File: src/pkg/risc_core_consts.svh
`ifndef RISC_CORE_CONSTS_SVH
`define RISC_CORE_CONSTS_SVH

//==========================================================
// widths and depths
//==========================================================
`define RC_IW 14
`define RC_PC_W 13
`define RC_PROG_AW 11
`define RC_STACK_DEPTH 8
`define RC_SP_W 3

//==========================================================
// fixed encodings and reset values
//==========================================================
`define RC_NOP 14'h0000
`define RC_RESET_VECTOR 13'h0000
`define RC_STATUS_RST 8'h18
`define RC_OP_RETURN 7'h08
`define RC_OP_RETFIE 7'h09
`define RC_OP_SLEEP 7'h63
`define RC_OP_CLRWDT 7'h64

//==========================================================
// special function register addresses, low seven bits
//==========================================================
`define RC_ADDR_INDF 7'h00
`define RC_ADDR_PCL 7'h02
`define RC_ADDR_STATUS 7'h03
`define RC_ADDR_FSR 7'h04
`define RC_ADDR_PCLATH 7'h0A

//==========================================================
// status bit positions
//==========================================================
`define RC_C_BIT 0
`define RC_DC_BIT 1
`define RC_Z_BIT 2
`define RC_RP0_BIT 5

`endif

File: src/pkg/risc_core_pkg.sv
//==========================================================
// shared types
//==========================================================
package risc_core_pkg;
    // alu operations
    typedef enum logic [3:0] {
        ALU_ADD, ALU_SUB, ALU_AND, ALU_IOR, ALU_XOR, ALU_COM, ALU_INC, ALU_DEC,
        ALU_RLF, ALU_RRF, ALU_SWAP, ALU_PASS_A, ALU_PASS_B, ALU_CLR, ALU_BCLR, ALU_BSET
    } alu_op_t;

    // alu result with flags
    typedef struct packed {
        logic [7:0] result;
        logic carry;
        logic digit_carry_flag;
        logic zero;
    } alu_out_t;

    // request to the data register file
    typedef struct packed {
        logic we;
        logic [7:0] addr;
        logic [7:0] wdata;
    } data_req_t;
endpackage : risc_core_pkg

File: src/logic/risc_alu.sv
//==========================================================
// eight bit arithmetic unit
//==========================================================
module risc_alu (
    input wire risc_core_pkg::alu_op_t op,
    input wire logic [7:0] a,
    input wire logic [7:0] b,
    input wire logic [2:0] bit_sel,
    input wire logic carry_in,
    output risc_core_pkg::alu_out_t out
);
    import risc_core_pkg::*;

    // result and flags, a is the accumulator side
    always_comb begin
        logic [8:0] sum;
        logic [4:0] nib;
        sum = 9'h000;
        nib = 5'h00;
        out.result = b;
        out.carry = carry_in;
        out.digit_carry_flag = 1'b0;
        case (op)
            ALU_ADD: begin
                sum = {1'b0, a} + {1'b0, b};
                nib = {1'b0, a[3:0]} + {1'b0, b[3:0]};
            end
            ALU_SUB: begin
                // b minus a in two's complement, carry high means no borrow
                sum = {1'b0, b} + {1'b0, ~a} + 9'h001;
                nib = {1'b0, b[3:0]} + {1'b0, ~a[3:0]} + 5'h01;
            end
            ALU_AND: out.result = a & b;
            ALU_IOR: out.result = a | b;
            ALU_XOR: out.result = a ^ b;
            ALU_COM: out.result = ~b;
            ALU_INC: out.result = b + 8'h01;
            ALU_DEC: out.result = b - 8'h01;
            ALU_RLF: begin
                out.result = {b[6:0], carry_in};
                out.carry = b[7];
            end
            ALU_RRF: begin
                out.result = {carry_in, b[7:1]};
                out.carry = b[0];
            end
            ALU_SWAP: out.result = {b[3:0], b[7:4]};
            ALU_PASS_A: out.result = a;
            ALU_PASS_B: out.result = b;
            ALU_CLR: out.result = 8'h00;
            ALU_BCLR: out.result = b & ~(8'h01 << bit_sel);
            ALU_BSET: out.result = b | (8'h01 << bit_sel);
            default: out.result = b;
        endcase
        // add and subtract share the adder outputs
        if (op == ALU_ADD || op == ALU_SUB) begin
            out.result = sum[7:0];
            out.carry = sum[8];
            out.digit_carry_flag = nib[4];
        end
        out.zero = (out.result == 8'h00);
    end
endmodule : risc_alu

File: src/logic/risc_core_alu_pipeline.sv
`include "risc_core_consts.svh"

//==========================================================
// core execution datapath
//==========================================================
// Overview of operation
// - fetch overlaps execute; branches take two cycles
// - one 14-bit instruction word fetched per cycle
// - eight-level hardware return-address stack
// - decoder implements thirty-five operations
// - eight-bit alu: add, subtract, shift, logic
// - arithmetic is two's complement
// - accumulator with file or literal operand
// - accumulator is 8-bit and not addressable
// - alu updates carry, digit carry, zero
// - subtraction flags are inverted borrow, set on no borrow
// - internal program memory of 512, 1K, 2K
// - special registers mapped, direct and indirect
// - any operation on any register
// - separate program and data buses
module risc_core_alu_pipeline #(
    parameter int PROG_AW = `RC_PROG_AW
) (
    input wire logic clk,
    input wire logic reset_n,
    output logic [PROG_AW-1:0] prog_addr,
    input wire logic [`RC_IW-1:0] prog_data,
    output risc_core_pkg::data_req_t data_req,
    input wire logic [7:0] data_rdata,
    output logic [7:0] w_value,
    output logic [7:0] status_value,
    output logic sleep_req,
    output logic wdt_clear
);
    import risc_core_pkg::*;

    logic [`RC_PC_W-1:0] pc, next_pc;
    logic [`RC_IW-1:0] ir, next_ir;
    logic [`RC_SP_W-1:0] sp, next_sp;
    logic [`RC_PC_W-1:0] stack [`RC_STACK_DEPTH];
    logic [7:0] w, next_w;
    logic [7:0] status, next_status;
    logic [7:0] fsr, next_fsr;
    logic [4:0] pclath, next_pclath;

    logic [3:0] alu_op; // plain bits so the decode may fill it by concatenation
    alu_out_t alu;
    logic use_lit, dest_w, dest_f, fl_c, fl_dc, fl_z;
    logic is_goto, is_call, is_ret, ret_lit, skip_zero, bit_test;
    logic [7:0] ea, file_rd, op_b;
    logic skip, sfr_hit, pcl_wr, flush;
    logic [`RC_PC_W-1:0] jump_target, stack_top;

    //======================================================
    // instruction decode
    //======================================================
    // separate program bus, one word per cycle
    assign prog_addr = pc[PROG_AW-1:0];

    // thirty-five operations, any register as operand
    always_comb begin
        alu_op = ALU_PASS_B;
        {use_lit, dest_w, dest_f, fl_c, fl_dc, fl_z} = 6'b000000;
        {is_goto, is_call, is_ret, ret_lit, skip_zero, bit_test} = 6'b000000;
        {sleep_req, wdt_clear} = 2'b00;
        case (ir[13:12])
            2'b00: begin
                dest_f = ir[7];
                dest_w = !ir[7];
                case (ir[11:8])
                    4'h0: begin
                        // move accumulator to file, or the no-operand group
                        alu_op = ALU_PASS_A;
                        dest_w = 1'b0;
                        is_ret = !ir[7] && (ir[6:0] == `RC_OP_RETURN
                            || ir[6:0] == `RC_OP_RETFIE);
                        sleep_req = !ir[7] && ir[6:0] == `RC_OP_SLEEP;
                        wdt_clear = !ir[7] && ir[6:0] == `RC_OP_CLRWDT;
                    end
                    4'h1: {alu_op, fl_z} = {ALU_CLR, 1'b1};
                    4'h2: {alu_op, fl_c, fl_dc, fl_z} = {ALU_SUB, 3'b111};
                    4'h3: {alu_op, fl_z} = {ALU_DEC, 1'b1};
                    4'h4: {alu_op, fl_z} = {ALU_IOR, 1'b1};
                    4'h5: {alu_op, fl_z} = {ALU_AND, 1'b1};
                    4'h6: {alu_op, fl_z} = {ALU_XOR, 1'b1};
                    4'h7: {alu_op, fl_c, fl_dc, fl_z} = {ALU_ADD, 3'b111};
                    4'h8: {alu_op, fl_z} = {ALU_PASS_B, 1'b1};
                    4'h9: {alu_op, fl_z} = {ALU_COM, 1'b1};
                    4'hA: {alu_op, fl_z} = {ALU_INC, 1'b1};
                    4'hB: {alu_op, skip_zero} = {ALU_DEC, 1'b1};
                    4'hC: {alu_op, fl_c} = {ALU_RRF, 1'b1};
                    4'hD: {alu_op, fl_c} = {ALU_RLF, 1'b1};
                    4'hE: alu_op = ALU_SWAP;
                    default: {alu_op, skip_zero} = {ALU_INC, 1'b1};
                endcase
            end
            2'b01: begin
                // bit clear, set, test
                alu_op = ir[10] ? ALU_BSET : ALU_BCLR;
                dest_f = !ir[11];
                bit_test = ir[11];
            end
            2'b10: begin
                is_goto = ir[11];
                is_call = !ir[11];
            end
            default: begin
                // literal group, result to accumulator
                use_lit = 1'b1;
                dest_w = 1'b1;
                case (ir[11:8])
                    4'h4, 4'h5, 4'h6, 4'h7: {is_ret, ret_lit} = 2'b11;
                    4'h8: {alu_op, fl_z} = {ALU_IOR, 1'b1};
                    4'h9: {alu_op, fl_z} = {ALU_AND, 1'b1};
                    4'hA: {alu_op, fl_z} = {ALU_XOR, 1'b1};
                    4'hB: dest_w = 1'b0;
                    4'hC, 4'hD: {alu_op, fl_c, fl_dc, fl_z} = {ALU_SUB, 3'b111};
                    4'hE, 4'hF: {alu_op, fl_c, fl_dc, fl_z} = {ALU_ADD, 3'b111};
                    default: alu_op = ALU_PASS_B;
                endcase
            end
        endcase
    end

    //======================================================
    // operand fetch and alu
    //======================================================
    // indirect through fsr when the file field is zero
    assign ea = (ir[6:0] == `RC_ADDR_INDF) ? fsr
        : {status[`RC_RP0_BIT], ir[6:0]};

    // special registers mirrored in both banks
    assign sfr_hit = (ea[6:0] == `RC_ADDR_INDF) || (ea[6:0] == `RC_ADDR_PCL)
        || (ea[6:0] == `RC_ADDR_STATUS) || (ea[6:0] == `RC_ADDR_FSR)
        || (ea[6:0] == `RC_ADDR_PCLATH);

    // read mux, the accumulator has no address
    always_comb begin
        file_rd = data_rdata;
        if (ea[6:0] == `RC_ADDR_INDF) begin
            file_rd = 8'h00;
        end else if (ea[6:0] == `RC_ADDR_PCL) begin
            file_rd = pc[7:0];
        end else if (ea[6:0] == `RC_ADDR_STATUS) begin
            file_rd = status;
        end else if (ea[6:0] == `RC_ADDR_FSR) begin
            file_rd = fsr;
        end else if (ea[6:0] == `RC_ADDR_PCLATH) begin
            file_rd = {3'h0, pclath};
        end
    end

    // accumulator against file or literal
    assign op_b = use_lit ? ir[7:0] : file_rd;

    risc_alu u_alu (
        .op(alu_op_t'(alu_op)),
        .a(w),
        .b(op_b),
        .bit_sel(ir[9:7]),
        .carry_in(status[`RC_C_BIT]),
        .out(alu)
    );

    // external file write, internal registers stay local
    assign data_req.we = dest_f && !sfr_hit;
    assign data_req.addr = ea;
    assign data_req.wdata = alu.result;

    //======================================================
    // pipeline control
    //======================================================
    assign skip = (skip_zero && alu.zero) || (bit_test && (op_b[ir[9:7]] == ir[10]));
    assign pcl_wr = dest_f && ea[6:0] == `RC_ADDR_PCL;
    assign jump_target = {pclath[4:3], ir[10:0]};
    assign stack_top = stack[sp - `RC_SP_W'(1)];
    assign flush = is_goto || is_call || is_ret || skip || pcl_wr;

    // next fetch address and stack pointer
    always_comb begin
        next_pc = pc + `RC_PC_W'(1);
        next_sp = sp;
        next_ir = flush ? `RC_NOP : prog_data;
        if (is_goto || is_call) begin
            next_pc = jump_target;
        end else if (is_ret) begin
            next_pc = stack_top;
        end else if (pcl_wr) begin
            next_pc = {pclath, alu.result};
        end
        if (is_call) begin
            next_sp = sp + `RC_SP_W'(1);
        end else if (is_ret) begin
            next_sp = sp - `RC_SP_W'(1);
        end
    end

    // fetch stage and return stack
    always_ff @(posedge clk or negedge reset_n) begin
        if (!reset_n) begin
            pc <= `RC_RESET_VECTOR;
            ir <= `RC_NOP;
            sp <= '0;
        end else begin
            pc <= next_pc;
            ir <= next_ir;
            sp <= next_sp;
        end
    end

    // stack storage, wraps after eight pushes
    always_ff @(posedge clk) begin
        if (is_call) begin
            stack[sp] <= pc;
        end
    end

    //======================================================
    // working registers and flags
    //======================================================
    always_comb begin
        next_w = w;
        next_status = status;
        next_fsr = fsr;
        next_pclath = pclath;
        if (dest_w) begin
            next_w = ret_lit ? ir[7:0] : alu.result;
        end
        if (dest_f && ea[6:0] == `RC_ADDR_STATUS) begin
            next_status = {alu.result[7:5], status[4:3], alu.result[2:0]};
        end
        if (dest_f && ea[6:0] == `RC_ADDR_FSR) begin
            next_fsr = alu.result;
        end
        if (dest_f && ea[6:0] == `RC_ADDR_PCLATH) begin
            next_pclath = alu.result[4:0];
        end
        // flag updates win over a direct write
        if (fl_c) begin
            next_status[`RC_C_BIT] = alu.carry;
        end
        if (fl_dc) begin
            next_status[`RC_DC_BIT] = alu.digit_carry_flag;
        end
        if (fl_z) begin
            next_status[`RC_Z_BIT] = alu.zero;
        end
    end

    always_ff @(posedge clk or negedge reset_n) begin
        if (!reset_n) begin
            w <= 8'h00;
            status <= `RC_STATUS_RST;
            fsr <= 8'h00;
            pclath <= 5'h00;
        end else begin
            w <= next_w;
            status <= next_status;
            fsr <= next_fsr;
            pclath <= next_pclath;
        end
    end

    assign w_value = w;
    assign status_value = status;

    //======================================================
    // checks
    //======================================================
    logic is_sub, is_add, lo_ge, add_ovf;
    assign is_sub = (alu_op == ALU_SUB) && fl_c;
    assign is_add = (alu_op == ALU_ADD) && fl_c;
    assign lo_ge = op_b[3:0] >= w[3:0];
    assign add_ovf = ({1'b0, w} + {1'b0, op_b}) > 9'h0FF;

    // checks wait one edge after release, the release edge itself still resets
    logic check_run;
    always_ff @(posedge clk or negedge reset_n) begin
        if (!reset_n) begin
            check_run <= 1'b0;
        end else begin
            check_run <= 1'b1;
        end
    end
endmodule : risc_core_alu_pipeline

File: config.mk
export PLATFORM = sky130hd
export DESIGN_NAME = risc_core_alu_pipeline
export DESIGN_NICKNAME = d
export VERILOG_FILES = /design/src/pkg/risc_core_pkg.sv /design/src/logic/risc_alu.sv /design/src/logic/risc_core_alu_pipeline.sv
export VERILOG_INCLUDE_DIRS = /design/src /design/src/pkg
export SDC_FILE = /design/constraint.sdc
export NUM_CORES = 1
export LEC_CHECK = 0
export ABC_AREA = 1
export BUFFER_PORTS_ARGS = -buffer_cell sky130_fd_sc_hd__buf_2
export CORE_UTILIZATION = 40
export DETAILED_ROUTE_END_ITERATION = 16
export PLACE_DENSITY_LB_ADDON = 0.08
export SETUP_SLACK_MARGIN = 0.2
export SYNTH_ARGS = -nofsm -noshare
export SYNTH_HDL_FRONTEND = slang
export SYNTH_SLANG_ARGS = --single-unit
File: constraint.sdc
create_clock -name clk -period 4.3 [get_ports clk]
set_input_delay 0.86 -clock clk [delete_from_list [all_inputs] [get_ports clk]]
set_output_delay 0.86 -clock clk [all_outputs]
set_load 0.03 [all_outputs]
==> results of run 1 <==
## cells in the final DEF, fill, tap and decap left out, types with 10 or more instances in the layout
cell,n
o221ai_1,10
o21ai_2,11
o211ai_1,11
nand2_2,30
o22ai_1,16
o21ai_1,24
a21oi_1,36
nand4_1,11
inv_2,18
edfxtp_1,88
buf_4,205
nor2_2,19
dfrtp_1,55
ha_1,23
buf_6,41
clkbuf_16,18
nor3_1,12
nand3_1,52
inv_1,124
nand2_1,224
o21ai_0,89
nand2_4,20
a21oi_2,12
a31oi_1,10
nor2_1,144
buf_2,59
nor2_4,17
## metal layers
layer,GRT usage [%],vias up
li1,-,4574
met1,44.52,4511
met2,43.59,396
met3,6.285,43
met4,7.048,0
met5,0,-
## kinds of logic (layout without fill, tap and decap cells)
kind of cell	Yosys count	after routing	share of synthesized area, %
AO/OA/AOI/OAI	257	257	16.28
XOR/XNOR	13	13	1.236
adder cells (fa/ha/maj)	34	34	4.864
buffers and inverters	188	495	8.247
flip-flops	143	143	43.64
multiplexers	2	2	0.2445
other	1	2	0.04072
AND/OR/NAND/NOR	549	550	25.45
## path summary, 6_finish.rpt
kind                           start          end  slack [ns]  cells past startpoint
setup / recovery               ir[2]  data_req[7]       -0.91                     27
hold / removal             pclath[4]    pclath[4]        0.53                      2
min in group asynchronous    reset_n   w_value[0]        0.55                      1
max in group asynchronous    reset_n        sp[1]        2.90                      2
hold reg to reg            pclath[4]    pclath[4]        0.53                      2
setup reg to reg               ir[6]        ir[3]       -0.71                     44
## repair_timing
item | 4_1_cts | 5_1_grt
pin swaps | 39 | 52
resized for setup | 110 | 100
endpoints found under the setup margin | 35 | 47
buffers inserted | 39 | 14
gates cloned | 2 | 1
## stage by stage
stage	utilization [%]	TNS, ns	hold WS (ns)	setup WS [ns]	instance area (µm²)
2_1_floorplan	-	-0.08659	0.4645	-0.08659	9378
3_3_place_gp	50.11	-7.105	0.4880	-0.5074	11340
3_5_place_dp	50.11	-7.469	0.5017	-0.5213	11340
4_1_cts	56.34	-12.96	0.5167	-0.7592	12760
5_1_grt	58.32	-23.46	0.5480	-1.114	13200
6_report	58.32	-16.02	0.5338	-0.9085	13200
## area by class of cell
| type | instances | area share (%) |
|---|---|---|
| Clock buffer | 17 | 3.222 |
| Clock inverter | 15 | 1.469 |
| Multi-Input combinational cell | 858 | 39.11 |
| Tap cell | 285 | 2.701 |
| Sequential cell | 143 | 30.44 |
| Timing Repair Buffer | 313 | 18.66 |
| Inverter | 150 | 4.406 |
## worst min-delay path: cells and delay by family (launching register included)
family,cells,cell delay (ns)
buf+inv,1,0.05
flops,1,0.33
compound gates,1,0.11
## flip-flops by register name, indices dropped and copies added (netlist names)
name	flops
status_value	6
pc	11
stack	88
pclath	5
ir	14
sp	3
fsr	8
w_value	8
## power breakdown
group | switching (mW) | leakage [nW] | internal (mW)
combinational | 4.83 | 4.29 | 3.31
sequential | 0.303 | 1.44 | 1.85
clock | 0.694 | 0.304 | 0.889
==> qor.yml, run 1 <==
outcome:
  outcome: "complete, but fails checks"
  violations: "negative setup slack"
final_layout:
  register_area_um2: 4019
  multiInputGateArea_um2: 5164
  syn_to_final_growth_pct: 43.38
  antennaDiodeCount: 0
  drive_gt1_share_pct: 34.89
  n_fill_cell: 2104
  stdcell_count: 1781
  final_nets: 1541
place:
  place_congestion: 0.9796
  placedCellCount: 1693
  dp_hpwl_um: 25680
  portBuffers: 67
synthesis:
  synth_ff_type: "edfxtp_1"
  synth_most_common_cell: "nand2_1"
  syn_area_um2: 9209
  synth_top_area_cell: "edfxtp_1"
  async_flop_share_pct: 38.46
  synth_top_area_share_pct: 28.70
  ys_top_cells_by_count: "nand2_1, nor2_1, inv_1, o21ai_0, edfxtp_1"
  synth_cell_type_count: 52
  syn_inst: 1187
  synth_edf_count: 88
  yosysSeqAreaShare_pct: 43.64
  synth-seq-cells: 143
  netlist_top_cells_area: "edfxtp_1, dfrtp_1, nand2_1"
  yosysWarnings: 0
  avgSynthCellArea_um2: 7.758
worst_setup_path:
  arrival_ns: 4.35
  cpMostUsedCell: "nand2_1"
  criticalPathCategory: "reg2out"
  end_kind: "output pin"
  critPathBufInv: 4
  crit_fanout: 7
  startpoint_type: "flip-flop"
  required_ns: 3.44
  cp_slowest_stage_delay_ns: 0.39
  crit_family: "simple AND/OR/NAND/NOR gates"
  slowest_stage: "dfrtp_1"
routing:
  firstDrtPassIters: 5
  drt_iter0_markers: 923
  vias: 9524
  ant_nets: 0
  avgViaCountPerCell: 5.348
  drt-met1-wl_um: 16430
  wl_met3_um: 2993
  wl_met2_um: 14800
  top_layer_used: "met4"
  routed_wl_um: 34770
  drc_errors: 0
  wl_per_cell_um: 19.52
grt:
  grt_pass1_wl_um: 52770
  grt_pass1_vias: 9047
  grt_overflow: 0
  grt_max_degree: 47
  antenna_found_initial: 0
  track_usage_pct: 29.78
timing:
  clock.fmax_mhz: 192.0
  fin_crit_ns: 5.209
  hold_violations: 0
  worstMarginPinSlew_ns: 1.257
  report.final.slew_viol_count: 0
  skew_ns: 0.01849
  maxSlewHeadroom_pct: 15.89
  rsz0062_at_grt: "yes"
  setup_slack_ns: -0.9085
  timing.final.crit_share_pct: 121.1
  setup_violations: 26
clocking:
  clkLatencyLatePin_ns: 0.43
  clock-sinks: 143
  path_clk_slew_ns: 0.07
  cts_tree: "yes"
  htree_levels: 4
  cts_hold_buf: 0
  ctsLongestPathBuffers: 2
  cts_inserted_buffers: 17
  cts_root_buf: "clkbuf_16"
floorplan:
  rows: 55
  die_w_um: 153.7
  initial_utilization_pct: 40.67
  core_area_um2: 22640
  ios: 70
  fp.dieArea_um2: 23630
  die_y_um: 153.7
flow_run:
  cap_viol_max_count: 0
power_and_ir_drop:
  power.total_mw: 11.88
  p_leak_nw: 6.035
  power_density_nw_per_um2: 899.6
  vdd_ir_drop_max_mv: 0.5038
worst_hold_path:
  worst_hold_path_type: "reg2reg"
Power figures use the tool's default switching activity.
==> run 2, diff against run 1 <==
==> constraint.sdc (replaced) <==
create_clock -name clk -period 5.3 [get_ports clk]
set_input_delay 1.06 -clock clk [delete_from_list [all_inputs] [get_ports clk]]
set_output_delay 1.06 -clock clk [all_outputs]
set_load 0.03 [all_outputs]
==> run 2 against run 1 <==
  * The run still ends with negative setup slack left
  * Core utilization shrank 7.6 points
  * Via count is 7.6% lower
  * Non-clock buffer count fell by 155
  * Clock power down 22%
  * Register-to-register slack gained 1.2 ns
  * Hold slack worse by 0.011 ns
  * Critical endpoint unchanged
  * Highest routed layer is now met5
==> qor.yml, run 2 (synthesis results as in run 1) <==
grt:
  grt_max_degree: 56  # +19%
  grt_pass1_wl_um: 49780  # -5.7%
  grtUsageMet3_pct: 6.426  # +0.14 points
  grt_use_met2_pct: 41.65  # -1.9 points
  use_met1_pct: 42.12  # -2.4 points
  grt_pass1_vias: 8204  # -9.3%
  track_usage_pct: 28.36  # -1.4 points
  antenna_found_initial: 1  # +1
  grt_overflow: 0  # unchanged
  gr-max-usage-layer: "met1"
timing:
  maxSlewHeadroom_pct: 23.71  # +7.8 points
  skew_ns: 0.01510  # -0.003389 ns
  setup_slack_ns: -0.1858  # +0.7227 ns
  clock.fmax_mhz: 182.3
  setup_violations: 3  # -88%
  tns_ns: -0.3453  # +15.68 ns
  hold_violations: 0  # unchanged
  fin_crit_ns: 5.486
  report.final.slew_viol_count: 0  # unchanged
  worstMarginPinSlew_ns: 1.135  # -0.1225 ns
  fin_hold_ws_ns: 0.5231  # -0.01065 ns
  rsz0062_at_grt: "yes"
  timing.final.crit_share_pct: 103.5
clocking:
  cts_tree: "yes"
  htree_levels: 4  # unchanged
  ctsLongestPathBuffers: 2  # unchanged
  clkLatencyLatePin_ns: 0.43  # about the same
  cts_root_buf: "clkbuf_16"
  cts_inserted_buffers: 17  # unchanged
  clock-sinks: 143  # unchanged
  cts_hold_buf: 0  # unchanged
  path_clk_slew_ns: 0.07  # about the same
floorplan:
  die_w_um: 153.7  # unchanged
  initial_utilization_pct: 40.67  # unchanged
  fp.dieArea_um2: 23630  # unchanged
  core_area_um2: 22640  # unchanged
  die_y_um: 153.7  # unchanged
  ios: 70  # unchanged
  rows: 55  # unchanged
routing:
  vias: 8803  # -7.6%
  wl_per_cell_um: 20.25  # +3.7%
  ant_nets: 0  # unchanged
  drc_errors: 0  # unchanged
  drt_iter0_markers: 806  # -13%
  routed_wl_um: 32900  # -5.4%
  firstDrtPassIters: 6  # +1
  avgViaCountPerCell: 5.417  # +1.3%
worst_setup_path:
  required_ns: 4.24  # +0.80 ns
  cp_slowest_stage_delay_ns: 0.40  # about the same
  arrival_ns: 4.43  # +0.08 ns
  slowest_stage: "dfrtp_1"
  crit_fanout: 6  # -1
  startpoint_type: "flip-flop"
  end_kind: "output pin"
  criticalPathCategory: "reg2out"
  cpMostUsedCell: "nor2_1"
outcome:
  outcome: "complete, but fails checks"
  violations: "negative setup slack"
final_layout:
  drive_gt1_share_pct: 23.81  # -11 points
  antennaDiodeCount: 0  # unchanged
  largest_reg_flops: 88  # unchanged
  layout_commonest_cell: "nand2_1"
  layout_common_cells: "nand2_1, nor2_1, inv_1"
  final_nets: 1385  # -10%
  syn_to_final_growth_pct: 24.73
  n_fill_cell: 2192  # +4.2%
  final_core_util_pct: 50.73  # -7.6 points
  final_cell_area_um2: 11490  # -13%
  stdcell_count: 1625  # -8.8%
  largest-register: "stack"
  reg.largest.list: "stack x88, ir x14, pc x11"
worst_hold_path:
  worst_hold_path_type: "reg2reg"
place:
  dpl-instance-area_um2: 10070  # -11%
  placedCellCount: 1549  # -8.5%
  dp_hpwl_um: 24140  # -6.0%
  portBuffers: 67  # unchanged
  place_congestion: 0.9832  # +0.37%
flow_run:
  cap_viol_max_count: 0  # unchanged
power_and_ir_drop:
  p_leak_nw: 5.142  # -15%
  power_density_nw_per_um2: 711.3  # -21%
  vdd_ir_drop_max_mv: 0.3395  # -33%
[run 2: cell type report]
type	instances	area, µm²	share of cell area, %
multi-input cells	857	4822	41.98
flip-flops and latches	143	4020	35.00
repair buffers	158	1111	9.673
inverters	150	576.8	5.022
clock buffers	17	425.4	3.704
well taps	285	356.6	3.105
clock inverters	15	173.9	1.514
[run 2: path summary, 6_finish.rpt]
kind	to	slack [ns]	start	cells past startpoint
min reg2reg	pclath[3]	0.52	pclath[3]	1
max	data_req[7]	-0.19	ir[1]	32
min in group asynchronous	fsr[1]	0.77	reset_n	2
min	pclath[3]	0.52	pclath[3]	1
max reg2reg	ir[6]	0.44	ir[1]	36
max in group asynchronous	ir[11]	3.97	reset_n	2
[run 2: report_power, final]
group / switching, mW / internal, mW
Sequential: 0.331 / 1.50
Combinational: 3.36 / 1.74
Clock: 0.556 / 0.674
[run 2: worst max-delay path, delay by kind of cell, from the launching register on]
family | cells | cell delay [ns]
and+or+nand+nor | 19 | 1.86
buffers and inverters | 5 | 0.58
AOI/OAI and AO/OA | 7 | 0.89
DFF | 1 | 0.40
adders and majority gates | 1 | 0.25
[run 2: per-stage QoR]
step           worst slack [ns]  total power, mW
2_1_floorplan            0.3498            4.493
3_3_place_gp             0.1647            6.129
3_5_place_dp             0.1241            6.098
4_1_cts                -0.05456            7.791
5_1_grt                 -0.4117            8.652
6_report                -0.1858            8.170
[run 2: repair_timing]
action / in CTS / in global routing
buffers inserted: 21 / 22
cloned: 1 / 0
endpoints found under the setup margin: 7 / 22
resized for setup: 83 / 38
pin swaps: 38 / 39
[run 2: metal layers]
metal	share of wire, %	routed length (µm)
met1	47	15620
met2	43	14200
met3	7.7	2524
met4	1.6	542
met5	0.040	13
==> run 3, diff against run 2 <==
--- a/config.mk
+++ b/config.mk
@@ -10,7 +10,7 @@
 export BUFFER_PORTS_ARGS = -buffer_cell sky130_fd_sc_hd__buf_2
 export CORE_UTILIZATION = 40
 export DETAILED_ROUTE_END_ITERATION = 16
-export PLACE_DENSITY_LB_ADDON = 0.08
+export PLACE_DENSITY = 0.64
 export SETUP_SLACK_MARGIN = 0.2
 export SYNTH_ARGS = -nofsm -noshare
 export SYNTH_HDL_FRONTEND = slang
==> run 3 against run 2 <==
  * The run still ends with negative setup slack left
  * Sequential power hardly changed
  * Cell area is 2.8% higher
  * First-iteration DRC count is 12% higher
  * Total power is 3.5% higher
  * Largest power group unchanged
==> qor.yml, run 3 (synthesis results as in run 1) <==
timing:
  clock.fmax_mhz: 186.6  # +2.3%
  worstMarginPinSlew_ns: 1.262  # +0.1270 ns
  setup_slack_ns: -0.06000  # +0.1258 ns
  rsz0062_at_grt: "yes"
  report.final.slew_viol_count: 0  # unchanged
  maxSlewHeadroom_pct: 15.58  # -8.1 points
  setup_violations: 3  # unchanged
  hold_violations: 0  # unchanged
  skew_ns: 0.01420  # -0.0008987 ns
  timing.final.crit_share_pct: 101.1  # -2.4 points
  fin_crit_ns: 5.360  # -0.1258 ns
  fin_hold_ws_ns: 0.5227  # -0.0003850 ns
final_layout:
  drive_gt1_share_pct: 25.64  # +1.8 points
  n_fill_cell: 2116  # -3.5%
  largest-register: "stack"
  largest_reg_flops: 88  # unchanged
  layout_commonest_cell: "nand2_1"
  layout_common_cells: "nand2_1, nor2_1, inv_1"
  reg.largest.list: "stack x88, ir x14, pc x11"
  syn_to_final_growth_pct: 28.25
  final_cell_area_um2: 11810  # +2.8%
  final_core_util_pct: 52.16  # +1.4 points
  final_nets: 1406  # +1.5%
place:
  place_congestion: 1.018  # +3.5%
  portBuffers: 67  # unchanged
  dpl-instance-area_um2: 10040  # -0.37%
  dp_hpwl_um: 22560  # -6.6%
  place_ws_ns: 0.08783  # -0.03628 ns
clocking:
  ctsLongestPathBuffers: 2  # unchanged
  cts_root_buf: "clkbuf_16"
  clkLatencyLatePin_ns: 0.43  # about the same
  htree_levels: 4  # unchanged
  cts_inserted_buffers: 17  # unchanged
  cts_tree: "yes"
  clock-sinks: 143  # unchanged
  path_clk_slew_ns: 0.07  # about the same
floorplan:
  fp.dieArea_um2: 23630  # unchanged
  ios: 70  # unchanged
  rows: 55  # unchanged
  initial_utilization_pct: 40.67  # unchanged
  core_area_um2: 22640  # unchanged
  die_y_um: 153.7  # unchanged
  die_w_um: 153.7  # unchanged
worst_setup_path:
  end_kind: "output pin"
  crit_fanout: 7  # +1
  reg2reg_depth: 40  # +11%
  arrival_ns: 4.30  # -0.13 ns
  r2r_slack_ns: 0.11  # -0.33 ns
  r2r-end: "ir[5]"
  required_ns: 4.24  # about the same
  startpoint: "ir[3]"
  startpoint_type: "flip-flop"
  criticalPathCategory: "reg2out"
  r2r-start: "ir[3]"
routing:
  firstDrtPassIters: 5  # -1
  ant_nets: 0  # unchanged
  wl_per_cell_um: 19.55  # -3.4%
  drt_iter0_markers: 901  # +12%
  drc_errors: 0  # unchanged
  avgViaCountPerCell: 5.569  # +2.8%
  routed_wl_um: 32200  # -2.1%
  vias: 9172  # +4.2%
worst_hold_path:
  min_to: "pclath[3]"
  min_from: "pclath[3]"
  whs_path_depth: 1  # unchanged
  worst_hold_path_type: "reg2reg"
outcome:
  outcome: "complete, but fails checks"
  violations: "negative setup slack"
grt:
  antenna_found_initial: 2  # +1
  track_usage_pct: 27.04  # -1.3 points
  grt_pass1_vias: 8605  # +4.9%
  grt_max_degree: 56  # unchanged
  grt_overflow: 0  # unchanged
  grt_pass1_wl_um: 48450  # -2.7%
power_and_ir_drop:
  power_density_nw_per_um2: 716.1  # +0.68%
  vdd_ir_drop_max_mv: 0.3842  # +13%
  p_leak_nw: 5.265  # +2.4%
flow_run:
  cap_viol_max_count: 0  # unchanged
==> run 3: area by class of cell <==
class                      count  area (µm²)  share of cell area, %
timing repair buffer         178        1304                  11.04
multi-input combinational    858        4959                  41.99
tap                          285       356.6                  3.019
inverter                     150       585.6                  4.958
sequential                   143        4020                  34.04
antenna                        1       2.502                0.02119
clock buffer                  18       429.2                  3.634
clock inverter                14       153.9                  1.303
==> run 3: how the worst max path moves through the flow <==
stage	endpoint	slack (ns)
2_1_floorplan	data_req[6]	0.35
3_3_place_gp	data_req[7]	0.12
3_5_place_dp	data_req[7]	0.09
4_1_cts	data_req[6]	-0.03
5_1_grt	data_req[7]	-0.28
6_report	data_req[7]	-0.06
==> run 3: critical path: stages (launching register included) <==
cell	delay, ns
dfrtp_1	0.38
nor2_2	0.06
nand2_2	0.09
nor2_4	0.05
buf_12	0.12
buf_16	0.13
a21oi_4	0.19
nand2_2	0.11
nor2_8	0.20
nand2_4	0.10
buf_4	0.17
o21ai_1	0.11
nor2_1	0.07
o21ai_2	0.27
nand2_4	0.13
ha_4	0.35
inv_2	0.10
a21oi_2	0.18
nor2_2	0.07
o21ai_2	0.14
nand2_1	0.09
a21oi_2	0.16
buf_4	0.12
a21oi_1	0.06
nor2_1	0.14
nand2_1	0.11
buf_6	0.15
==> run 3: repair_timing <==
item,4_1_cts,5_1_grt
buffers inserted,48,20
pin swaps,36,48
gates cloned,1,1
endpoints found under the setup margin,7,23
hold buffers,0,0
resized for setup,91,70
==> run 3: per-stage QoR <==
step                      cells  TNS [ns]  total power [mW]
after floorplan            1188         0             4.493
after global placement     1544         0             6.032
after global routing       1647    -1.391             8.940
final                      1647   -0.1252             8.457
after detailed placement   1544         0             6.042
after CTS                  1625  -0.08497             7.965
==> run 3: routing by layer <==
metal / up-vias / share of wire (%) / wire length [µm] / track usage (%)
met5: - / 0 / 0 / 0
met4: 0 / 3.6 / 1162 / 11.62
met3: 77 / 8.3 / 2672 / 5.524
met2: 463 / 45 / 14480 / 41.30
met1: 4340 / 43 / 13880 / 37.16
li1: 4292 / - / - / -
==> run 3: where the power goes <==
group / switching [mW] / internal [mW] / total, mW
combinational: 3.48 / 1.97 / 5.45
clock: 0.504 / 0.701 / 1.21
sequential: 0.295 / 1.51 / 1.80
